$ cat config.mk
export PLATFORM = sky130hd
export DESIGN_NAME = drac_ctrl
export DESIGN_NICKNAME = d
export VERILOG_FILES = /design/src/include/drac_pkg.sv /design/src/hw/drac_ref_timer.sv /design/src/hw/drac_ctrl.sv
export SDC_FILE = /design/constraint.sdc
export NUM_CORES = 1
export LEC_CHECK = 0
export ABC_AREA = 1
export BUFFER_PORTS_ARGS = -buffer_cell sky130_fd_sc_hd__buf_4
export CAP_MARGIN = 15
export CORE_MARGIN = 2
export CORE_UTILIZATION = 49
export CTS_CLUSTER_DIAMETER = 40
export DETAILED_ROUTE_END_ITERATION = 7
export GPL_TIMING_DRIVEN = 0
export PLACE_DENSITY_LB_ADDON = 0.1
export SKIP_CTS_REPAIR_TIMING = 1
export SLEW_MARGIN = 20
export SYNTH_ARGS = -nofsm -noshare
export SYNTH_HDL_FRONTEND = slang
export SYNTH_SLANG_ARGS = --single-unit
$ cat constraint.sdc
create_clock -name clock -period 2.2 [get_ports clock]
set_input_delay 0.33 -clock clock [delete_from_list [all_inputs] [get_ports clock]]
set_output_delay 0.33 -clock clock [all_outputs]
set_load 0.02 [all_outputs]
$ cat src/include/drac_pkg.sv
// Package of constants and types for the DRAM refresh and access controller
`default_nettype none
package drac_pkg;
  localparam int unsigned ADDR_W = 8;
  localparam logic [7:0] DIV_L01 = 8'h1f;  // 31
  localparam logic [7:0] DIV_L10 = 8'h2e;  // 46
  localparam logic [7:0] DIV_L11 = 8'h3d;  // 61
  localparam logic [7:0] DIV_H00 = 8'h2e;  // 46
  localparam logic [7:0] DIV_H01 = 8'h3d;  // 61
  localparam logic [7:0] DIV_H10 = 8'h4c;  // 76
  localparam logic [7:0] DIV_H11 = 8'h5b;  // 91
  localparam logic [7:0] REF_ROW_LOAD = 8'hff;
  localparam logic [7:0] REF_ROW_RESET = 8'hff;
  localparam logic [3:0] REF_CYC_LEN = 4'h4;  // Clocks each refresh holds the row strobes
  localparam logic [3:0] ARB_LAT_CYC = 4'hc;  // Worst arbitration latency when cycles collide
  localparam logic [1:0] WAIT_ONE = 2'h1;
  typedef enum logic [2:0] {
    DRAC_IDLE,
    DRAC_ROW,
    DRAC_COL,
    DRAC_REF
  } drac_state_e;
endpackage : drac_pkg
`default_nettype wire

$ cat src/hw/drac_ref_timer.sv
// Refresh rate divider selected by the straps
`timescale 1ns/10ps
`default_nettype none
module drac_ref_timer (
  input  wire logic       clock,
  input  wire logic       srst,
  input  wire logic       clr,
  input  wire logic       wait_strap,
  input  wire logic [1:0] freq_sel,
  output var  logic       expire
);
  import drac_pkg::*;
  logic [7:0] cnt_reg;
  logic [7:0] cnt_next;
  logic [7:0] div;
  logic       expire_next;

  // ==========================================================
  // Divider selection and count
  always_comb begin
    case ({wait_strap, freq_sel})
      3'h1:    div = DIV_L01;
      3'h2:    div = DIV_L10;
      3'h3:    div = DIV_L11;
      3'h4:    div = DIV_H00;
      3'h5:    div = DIV_H01;
      3'h6:    div = DIV_H10;
      3'h7:    div = DIV_H11;
      default: div = 8'h00;
    endcase
    cnt_next    = cnt_reg + 8'h01;
    expire_next = 1'b0;
    // All straps low means external refresh only: timer held
    if (clr || div == 8'h00) begin
      cnt_next = 8'h00;
    end else if (cnt_reg == div - 8'h01) begin
      cnt_next    = 8'h00;
      expire_next = 1'b1;
    end
  end

  always_ff @(posedge clock) begin
    if (srst) begin
      cnt_reg <= 8'h00;
      expire  <= 1'b0;
    end else begin
      cnt_reg <= cnt_next;
      expire  <= expire_next;
    end
  end
endmodule : drac_ref_timer
`default_nettype wire

$ cat src/hw/drac_ctrl.sv
// DRAM refresh and access controller top level
//
// Function
// - Sixteen address bits multiplexed onto eight outputs, row then column.
// - Eight-bit refresh counter walks all 256 rows.
// - Row from row inputs, column from column inputs.
// - With chip select, bank select low picks row strobe 0, high picks 1.
// - Latch enable high makes address outputs follow row inputs.
// - Either access control low shows column and asserts column strobe.
// - Access control rising ends cycle, dropping row and column strobes.
// - Both access controls low float address and strobe outputs.
// - External falling refresh request starts refresh, resets timer.
// - Timer expiry pulls request low until refresh row is on outputs.
// - Refresh asserts both row strobes.
// - Ready stretches slow accesses and holds off accesses during refresh.
// - Wait strap high adds one wait state per access.
// - Wait strap low divides clock by 31, 46 or 61.
// - Wait strap high divides clock by 46, 61, 76 or 91.
// - All straps low: external refresh only, timer held reset.
// - Timer resets on refresh request or all straps low.
// - Refresh row counter decrements after each refresh.
// - Wait strap rising loads refresh row counter with all ones.
// - Arbitrate pending requests against running cycles, schedule the held one.
// - Cycles start on the clock edge; latch enable should avoid it.
// - Latch enable rising with refresh pending starts a refresh next edge.
`timescale 1ns/10ps
`default_nettype none
module drac_ctrl (
  input  wire logic                        clock,
  input  wire logic                        srst,
  input  wire logic [drac_pkg::ADDR_W-1:0] row_addr_in,
  input  wire logic [drac_pkg::ADDR_W-1:0] col_addr_in,
  input  wire logic                        chip_sel_n,
  input  wire logic                        bank_select,
  input  wire logic                        addr_latch_en,
  input  wire logic                        read_access_ctl_n,
  input  wire logic                        write_access_ctl_n,
  input  wire logic                        refresh_request_line_in,
  input  wire logic                        wait_strap,
  input  wire logic                        freq_select_0,
  input  wire logic                        freq_select_1,
  output var  logic [drac_pkg::ADDR_W-1:0] mem_addr_out,
  output var  logic                        mem_addr_oe,
  output var  logic                        row_strobe_0_n,
  output var  logic                        row_strobe_1_n,
  output var  logic                        col_strobe_n,
  output var  logic                        strobe_oe,
  output var  logic                        refresh_request_line_out,
  output var  logic                        refresh_request_line_oe,
  output var  logic                        ready
);
  import drac_pkg::*;

  // ==========================================================
  // Strap and input sampling
  logic       wait_reg, wait_next;
  logic [1:0] fs_reg, fs_next;
  logic       wait_d_reg;
  logic       rq_d_reg, rq_next;
  logic       ale_d_reg, ale_next;
  logic       acx_d_reg, acx_next;
  logic [7:0] row_lat_reg, row_lat_next;
  logic       bank_reg, bank_next;
  logic       cs_reg, cs_next;

  // Straps registered so mode changes land on a clock edge
  always_comb begin
    wait_next    = wait_strap;
    fs_next      = {freq_select_1, freq_select_0};
    rq_next      = refresh_request_line_in;
    ale_next     = addr_latch_en;
    acx_next     = read_access_ctl_n & write_access_ctl_n;
    row_lat_next = row_lat_reg;
    bank_next    = bank_reg;
    cs_next      = cs_reg;
    // Transparent latch: follows while enable high, holds after
    if (addr_latch_en) begin
      row_lat_next = row_addr_in;
      bank_next    = bank_select;
      cs_next      = ~chip_sel_n;
    end
  end

  always_ff @(posedge clock) begin
    if (srst) begin
      wait_reg    <= 1'b0;
      fs_reg      <= 2'h0;
      wait_d_reg  <= 1'b0;
      rq_d_reg    <= 1'b1;
      ale_d_reg   <= 1'b0;
      acx_d_reg   <= 1'b1;
      row_lat_reg <= 8'h00;
      bank_reg    <= 1'b0;
      cs_reg      <= 1'b0;
    end else begin
      wait_reg    <= wait_next;
      fs_reg      <= fs_next;
      wait_d_reg  <= wait_reg;
      rq_d_reg    <= rq_next;
      ale_d_reg   <= ale_next;
      acx_d_reg   <= acx_next;
      row_lat_reg <= row_lat_next;
      bank_reg    <= bank_next;
      cs_reg      <= cs_next;
    end
  end

  logic acx_low;
  logic both_low;
  logic acx_rise;
  logic ext_req_fall;
  logic ale_rise;
  assign acx_low      = ~(read_access_ctl_n & write_access_ctl_n);
  assign both_low     = ~read_access_ctl_n & ~write_access_ctl_n;
  assign acx_rise     = ~acx_d_reg & ~acx_low;
  assign ext_req_fall = rq_d_reg & ~refresh_request_line_in & ~refresh_request_line_oe;  // Own pull masked
  assign ale_rise     = ~ale_d_reg & addr_latch_en;

  // ==========================================================
  // Refresh timer
  logic timer_expire;
  logic timer_clr;
  // Outside requests restart the timer; its own expiry already wraps it to zero,
  // so holding it clear while we pull the line would stretch the period
  assign timer_clr = ext_req_fall;

  drac_ref_timer u_timer (
    .clock      (clock),
    .srst       (srst),
    .clr        (timer_clr),
    .wait_strap (wait_reg),
    .freq_sel   (fs_reg),
    .expire     (timer_expire)
  );

  // ==========================================================
  // Arbiter and cycle sequencer
  drac_state_e state_reg, state_next;
  logic       ref_pend_reg, ref_pend_next;
  logic       int_req_reg, int_req_next;
  logic [7:0] ref_row_reg, ref_row_next;
  logic [3:0] cnt_reg, cnt_next;
  logic [1:0] wst_reg, wst_next;
  logic       acc_held_reg, acc_held_next;
  logic       ref_go;

  // Refresh wins only if requested before an access began (cycle steal)
  assign ref_go = ref_pend_reg & (~acx_low | ale_rise);

  always_comb begin
    state_next    = state_reg;
    ref_pend_next = ref_pend_reg;
    int_req_next  = int_req_reg;
    ref_row_next  = ref_row_reg;
    cnt_next      = cnt_reg;
    wst_next      = wst_reg;
    acc_held_next = acc_held_reg;
    // Pending set wins over the clear that starts the refresh
    if (timer_expire) begin
      int_req_next = 1'b1;
    end
    if (timer_expire || ext_req_fall) begin
      ref_pend_next = 1'b1;
    end
    if (wait_reg && !wait_d_reg) begin
      ref_row_next = REF_ROW_LOAD;
    end
    case (state_reg)
      DRAC_IDLE: begin
        // Refresh on ALE rise ahead of access control, else access
        if (ref_go && (ale_rise || !acx_low)) begin
          state_next    = DRAC_REF;
          cnt_next      = REF_CYC_LEN;
          ref_pend_next = timer_expire | ext_req_fall;
          // An access latched on this edge waits behind the refresh
          acc_held_next = acc_held_reg | (cs_next & addr_latch_en);
        end else if ((cs_next && addr_latch_en) || (acc_held_reg && cs_reg)) begin
          state_next    = DRAC_ROW;
          acc_held_next = 1'b0;
        end
      end
      DRAC_ROW: begin
        if (acx_low) begin
          state_next = DRAC_COL;
          wst_next   = wait_reg ? WAIT_ONE : 2'h0;
        end else if (!cs_reg) begin
          state_next = DRAC_IDLE;
        end
      end
      DRAC_COL: begin
        if (wst_reg != 2'h0) begin
          wst_next = wst_reg - 2'h1;
        end
        if (acx_rise) begin
          state_next = DRAC_IDLE;
        end
      end
      DRAC_REF: begin
        int_req_next  = timer_expire;  // Released once refresh row is out; a new expiry wins
        acc_held_next = acc_held_reg | acx_low | (cs_next & addr_latch_en);
        cnt_next      = cnt_reg - 4'h1;
        if (cnt_reg == 4'h1) begin
          ref_row_next = ref_row_reg - 8'h01;
          // One idle clock precharges the rows before a held-off access runs
          state_next   = DRAC_IDLE;
        end
      end
      default: state_next = DRAC_IDLE;
    endcase
  end

  always_ff @(posedge clock) begin
    if (srst) begin
      state_reg    <= DRAC_IDLE;
      ref_pend_reg <= 1'b0;
      int_req_reg  <= 1'b0;
      ref_row_reg  <= REF_ROW_RESET;
      cnt_reg      <= 4'h0;
      wst_reg      <= 2'h0;
      acc_held_reg <= 1'b0;
    end else begin
      state_reg    <= state_next;
      ref_pend_reg <= ref_pend_next;
      int_req_reg  <= int_req_next;
      ref_row_reg  <= ref_row_next;
      cnt_reg      <= cnt_next;
      wst_reg      <= wst_next;
      acc_held_reg <= acc_held_next;
    end
  end

  // ==========================================================
  // Output stage, all registered
  logic [7:0] ma_next;
  logic       row_strobe_0_next, row_strobe_1_next, cas_next, oe_next, rdy_next;

  always_comb begin
    ma_next   = row_lat_next;
    row_strobe_0_next = 1'b1;
    row_strobe_1_next = 1'b1;
    cas_next  = 1'b1;
    oe_next   = ~both_low;
    rdy_next  = 1'b1;
    case (state_next)
      DRAC_ROW: begin
        row_strobe_0_next = bank_next;
        row_strobe_1_next = ~bank_next;
      end
      DRAC_COL: begin
        ma_next   = col_addr_in;
        row_strobe_0_next = bank_next;
        row_strobe_1_next = ~bank_next;
        cas_next  = 1'b0;
        rdy_next  = (wst_next == 2'h0);
      end
      DRAC_REF: begin
        ma_next   = ref_row_next;
        row_strobe_0_next = 1'b0;
        row_strobe_1_next = 1'b0;
        rdy_next  = ~acx_low;
      end
      default: begin
        ma_next  = row_lat_next;
        rdy_next = ~acc_held_next;  // Access waiting for its turn stays held off
      end
    endcase
  end

  always_ff @(posedge clock) begin
    if (srst) begin
      mem_addr_out             <= 8'h00;
      mem_addr_oe              <= 1'b0;
      row_strobe_0_n           <= 1'b1;
      row_strobe_1_n           <= 1'b1;
      col_strobe_n             <= 1'b1;
      strobe_oe                <= 1'b0;
      refresh_request_line_out <= 1'b0;
      refresh_request_line_oe  <= 1'b0;
      ready                    <= 1'b1;
    end else begin
      mem_addr_out             <= ma_next;
      mem_addr_oe              <= oe_next;
      row_strobe_0_n           <= row_strobe_0_next;
      row_strobe_1_n           <= row_strobe_1_next;
      col_strobe_n             <= cas_next;
      strobe_oe                <= oe_next;
      refresh_request_line_out <= 1'b0;  // Open drain: only ever pulls low
      refresh_request_line_oe  <= int_req_next;
      ready                    <= rdy_next;
    end
  end
endmodule : drac_ctrl
`default_nettype wire

==> metrics.txt <==
Clock Tree Root=sky130_fd_sc_hd__clkbuf_8; RSZ-0062 raised after global routing=no; most used routing layer in global routing=met2; worst slack on hold paths=0.189 ns; maximum fanout along the worst path=8; standard cell area after detailed placement=0.00321 mm^2; share of flip-flops with an asynchronous set or reset after synthesis=0%; post-synthesis xor/xnor area fraction=4.98%; DRT Wirelength=6.14 mm; sequential power share=between 40% and 50%; CTS tree=yes; GRT met3 Usage=3.96%; worst max-slew margin expressed relative to the limit=about 60%; Post-Syn Area=between 0.002 and 0.003 mm^2; area inside the core boundary=0.00554 mm^2; dominant cell type by count on the critical path=sky130_fd_sc_hd__nor2_1; number of core rows=27; worst setup path startpoint=fs_reg[1]; total design power=~2.4 mW; standard cell with the maximum stage delay on the critical path=sky130_fd_sc_hd__dfxtp_1; share of the clock period used by the worst path after layout=87.4%; combinational share of power=13.4%; Net Switching=0.613 mW; run status=complete, no violations; met1 Use GR=between 20 and 30%; switching share of total power=~25%; sequential element share of the synthesized area=42.0%; cell-by-cell listing of the critical path=xnor2_1 > xor2_1 > ha_1 > or2_2 > nand3_1 > nor2_1 > nand2_1 > nor2_1 > nand3_1 > nand2_1 > nor2_1; number of setup violations in the final report=0; Clock Skews=0.00598 ns; endpoint of the worst hold-timing path=rq_d_reg; number of levels the H-tree was split into=3; HPWL after detailed placement=4.49 mm; initial cell density of the core=50.8%; WP data required=approximately 2.5 ns; Detail Route Antenna Nets=0; die outline area=0.00636 mm^2; Static Leak=1.64 nW; critical path capture point type=flip-flop; post-synthesis cell type count=36; area share of fa/ha/maj cells after synthesis=2.22%; portion of synthesized cell area occupied by the leading cell type=42.0%; x dimension of the die=79.8 um; Detailed Route Iter0 Violations=132; class of the most critical setup path=flip-flop to flip-flop; FF-to-FF End=u_timer.cnt_reg[6]; power density of the placed cells=714 mW/mm^2; Gate Count Post-Synth=398; number of clock sinks=59; Finished Cell Area=0.00339 mm^2; met2 track utilization from global routing=34.8%; Hold Path Origin=refresh_request_line_in; max-cap violations=0; per-instance average area after synthesis=7.07 um^2; number of iterations in the first detailed-routing pass=4; maximum clock path buffer count=2; IO Pins=between 40 and 50; FF-to-FF path depth=11; Hold Violations, Final=0; DRC errors left=0; initial antenna violation count=0; setup total negative slack=0 ns; top post-synthesis cells by area=sky130_fd_sc_hd__dfxtp_1 (42%), sky130_fd_sc_hd__nand2_1 (13%), sky130_fd_sc_hd__inv_1 (7.2%); dominant combinational cell family by area after synthesis=simple AND/OR/NAND/NOR gates; WL/cell=between 10 and 15 um; Slew @ Worst Pin=0.584 ns; crit path DAT=2.18 ns; dominant cell type by area after synthesis=sky130_fd_sc_hd__dfxtp_1; most used standard cell by instance count after synthesis=sky130_fd_sc_hd__nand2_1; growth of design area from synthesis to finish=20.7%; pin count of the biggest net entering global routing=11; number of flops mapped to enable cells by yosys=0; final slew viol count=0; path class of the lowest-slack min-delay path=input pin to flip-flop; leading post-synthesis cells by instance count=sky130_fd_sc_hd__nand2_1 (96), sky130_fd_sc_hd__dfxtp_1 (59), sky130_fd_sc_hd__inv_1 (54), sky130_fd_sc_hd__nor2_1 (54), sky130_fd_sc_hd__nand3_1 (37); IO buf count=40; clock-pin slew reported for the worst setup and hold paths after clock tree synthesis=0.06 ns; fraction of final layout cells with drive strength greater than 1=16.7%; internal power=roughly 1.8 mW; kind of start point of the critical path=flip-flop; clock latency on the worst-skew pair=0.34 ns; most instantiated flip-flop cell in the synthesis netlist=sky130_fd_sc_hd__dfxtp_1; via count=2,542; GRT Total Usage=a little over a fifth; # diodes=0; share of cell area taken by muxes after synthesis=less than 1%; simple-gate area share of the yosys netlist=34.0%; vias in the first global route=~2,300; share of the synthesized area in compound gates (AO/OA/AOI/OAI)=7.07%; global-route wire length before repair=roughly 11 mm; floorplan die height=79.8 um; part of the power in the clock network=slightly below 40%; final RePlAce weighted congestion=around 0.8; Nets=482; min Tclk post-route=1.92 ns; setup slack, reg-to-reg=0.28 ns; TritonCTS Buffers=9; vias per std cell=between 4 and 5; number of synthesis warnings=0; peak ir drop on the vdd network=0.419 mV; start of the worst register-to-register path=fs_reg[1]; instance count along the most critical hold path=2; delay contributed by the slowest stage of the critical path=0.38 ns; number of register bits inferred by synthesis=59; overall overflow remaining after global route=0; peak clock frequency supported by timing=520 MHz
logic make-up (layout without fill, tap and decap cells):
group           after synthesis  after routing
flops                        59             59
compound gates               35             35
other cells                   1              2
fa+ha+maj                     5              5
buf+inv                      66            122
mux                           1              1
simple gates                215            215
xor+xnor                     16             16
critical path: cells and delay by family (launching register included):
| family | cells | cell delay (ns) |
|---|---|---|
| xor gates and xnor gates | 2 | 0.32 |
| DFF | 1 | 0.38 |
| adders and majority gates | 1 | 0.25 |
| and+or+nand+nor | 8 | 0.90 |
power by group through the flow:
stage / registers, mW / logic (mW) / clock network [mW]
finish: 1.14 / 0.325 / 0.958
global route: 1.15 / 0.369 / 1.02
CTS: 1.14 / 0.326 / 0.981
detailed placement: 1.17 / 0.324 / 0
global placement: 1.16 / 0.320 / 0
floorplan: 1.19 / 0.183 / 0
through the flow:
stage               utilization [%]  setup slack, ns  std cells
finish                         61.3            0.278        527
global route                   61.3           0.0461        527
global placement               57.9            0.347        511
floorplan                         -            0.491        399
detailed placement             57.9            0.273        511
CTS                            61.3            0.266        527
routing by layer:
layer | vias to the layer above | share of wire (%)
li1 | 1352 | -
met1 | 1127 | 47
met2 | 52 | 46
met3 | 11 | 4.8
met4 | 0 | 2.1
met5 | - | 0
worst max-delay path by stage:
stage,to,slack [ns],cells past startpoint
after CTS,u_timer.cnt_reg[6],0.27,11
after global routing,u_timer.cnt_reg[6],0.05,11
after global placement,u_timer.cnt_reg[0],0.35,11
after detailed placement,u_timer.cnt_reg[6],0.27,11
after floorplan,u_timer.cnt_reg[0],0.49,11
final,u_timer.cnt_reg[6],0.28,11
area by class of cell:
| cell class | count | area, um^2 |
|---|---|---|
| inverter | 56 | 210 |
| clock inverter | 2 | 35.0 |
| timing repair buffer | 40 | 300 |
| sequential | 59 | 1180 |
| buffer | 10 | 50.0 |
| clock buffer | 14 | 153 |
| multi-input combinational | 274 | 1380 |
| tap | 72 | 90.1 |
| fill | 542 | 2150 |
layout by cell type, fill, tap and decap left out, drive strengths merged, types with 2 or more instances in the layout:
cell	Yosys	layout
a21oi	6	6
a31oi	2	2
buf	4	44
clkbuf	6	20
clkinv	1	2
conb	1	2
dfxtp	59	59
ha	5	5
inv	55	55
nand2	98	98
nand3	40	40
nand3b	2	2
nand4	5	5
nor2	58	58
nor3	2	2
o211ai	2	2
o21ai	19	19
o22ai	2	2
or2	9	9
xnor2	4	4
xor2	12	12
(Power assumes the default switching activity.)
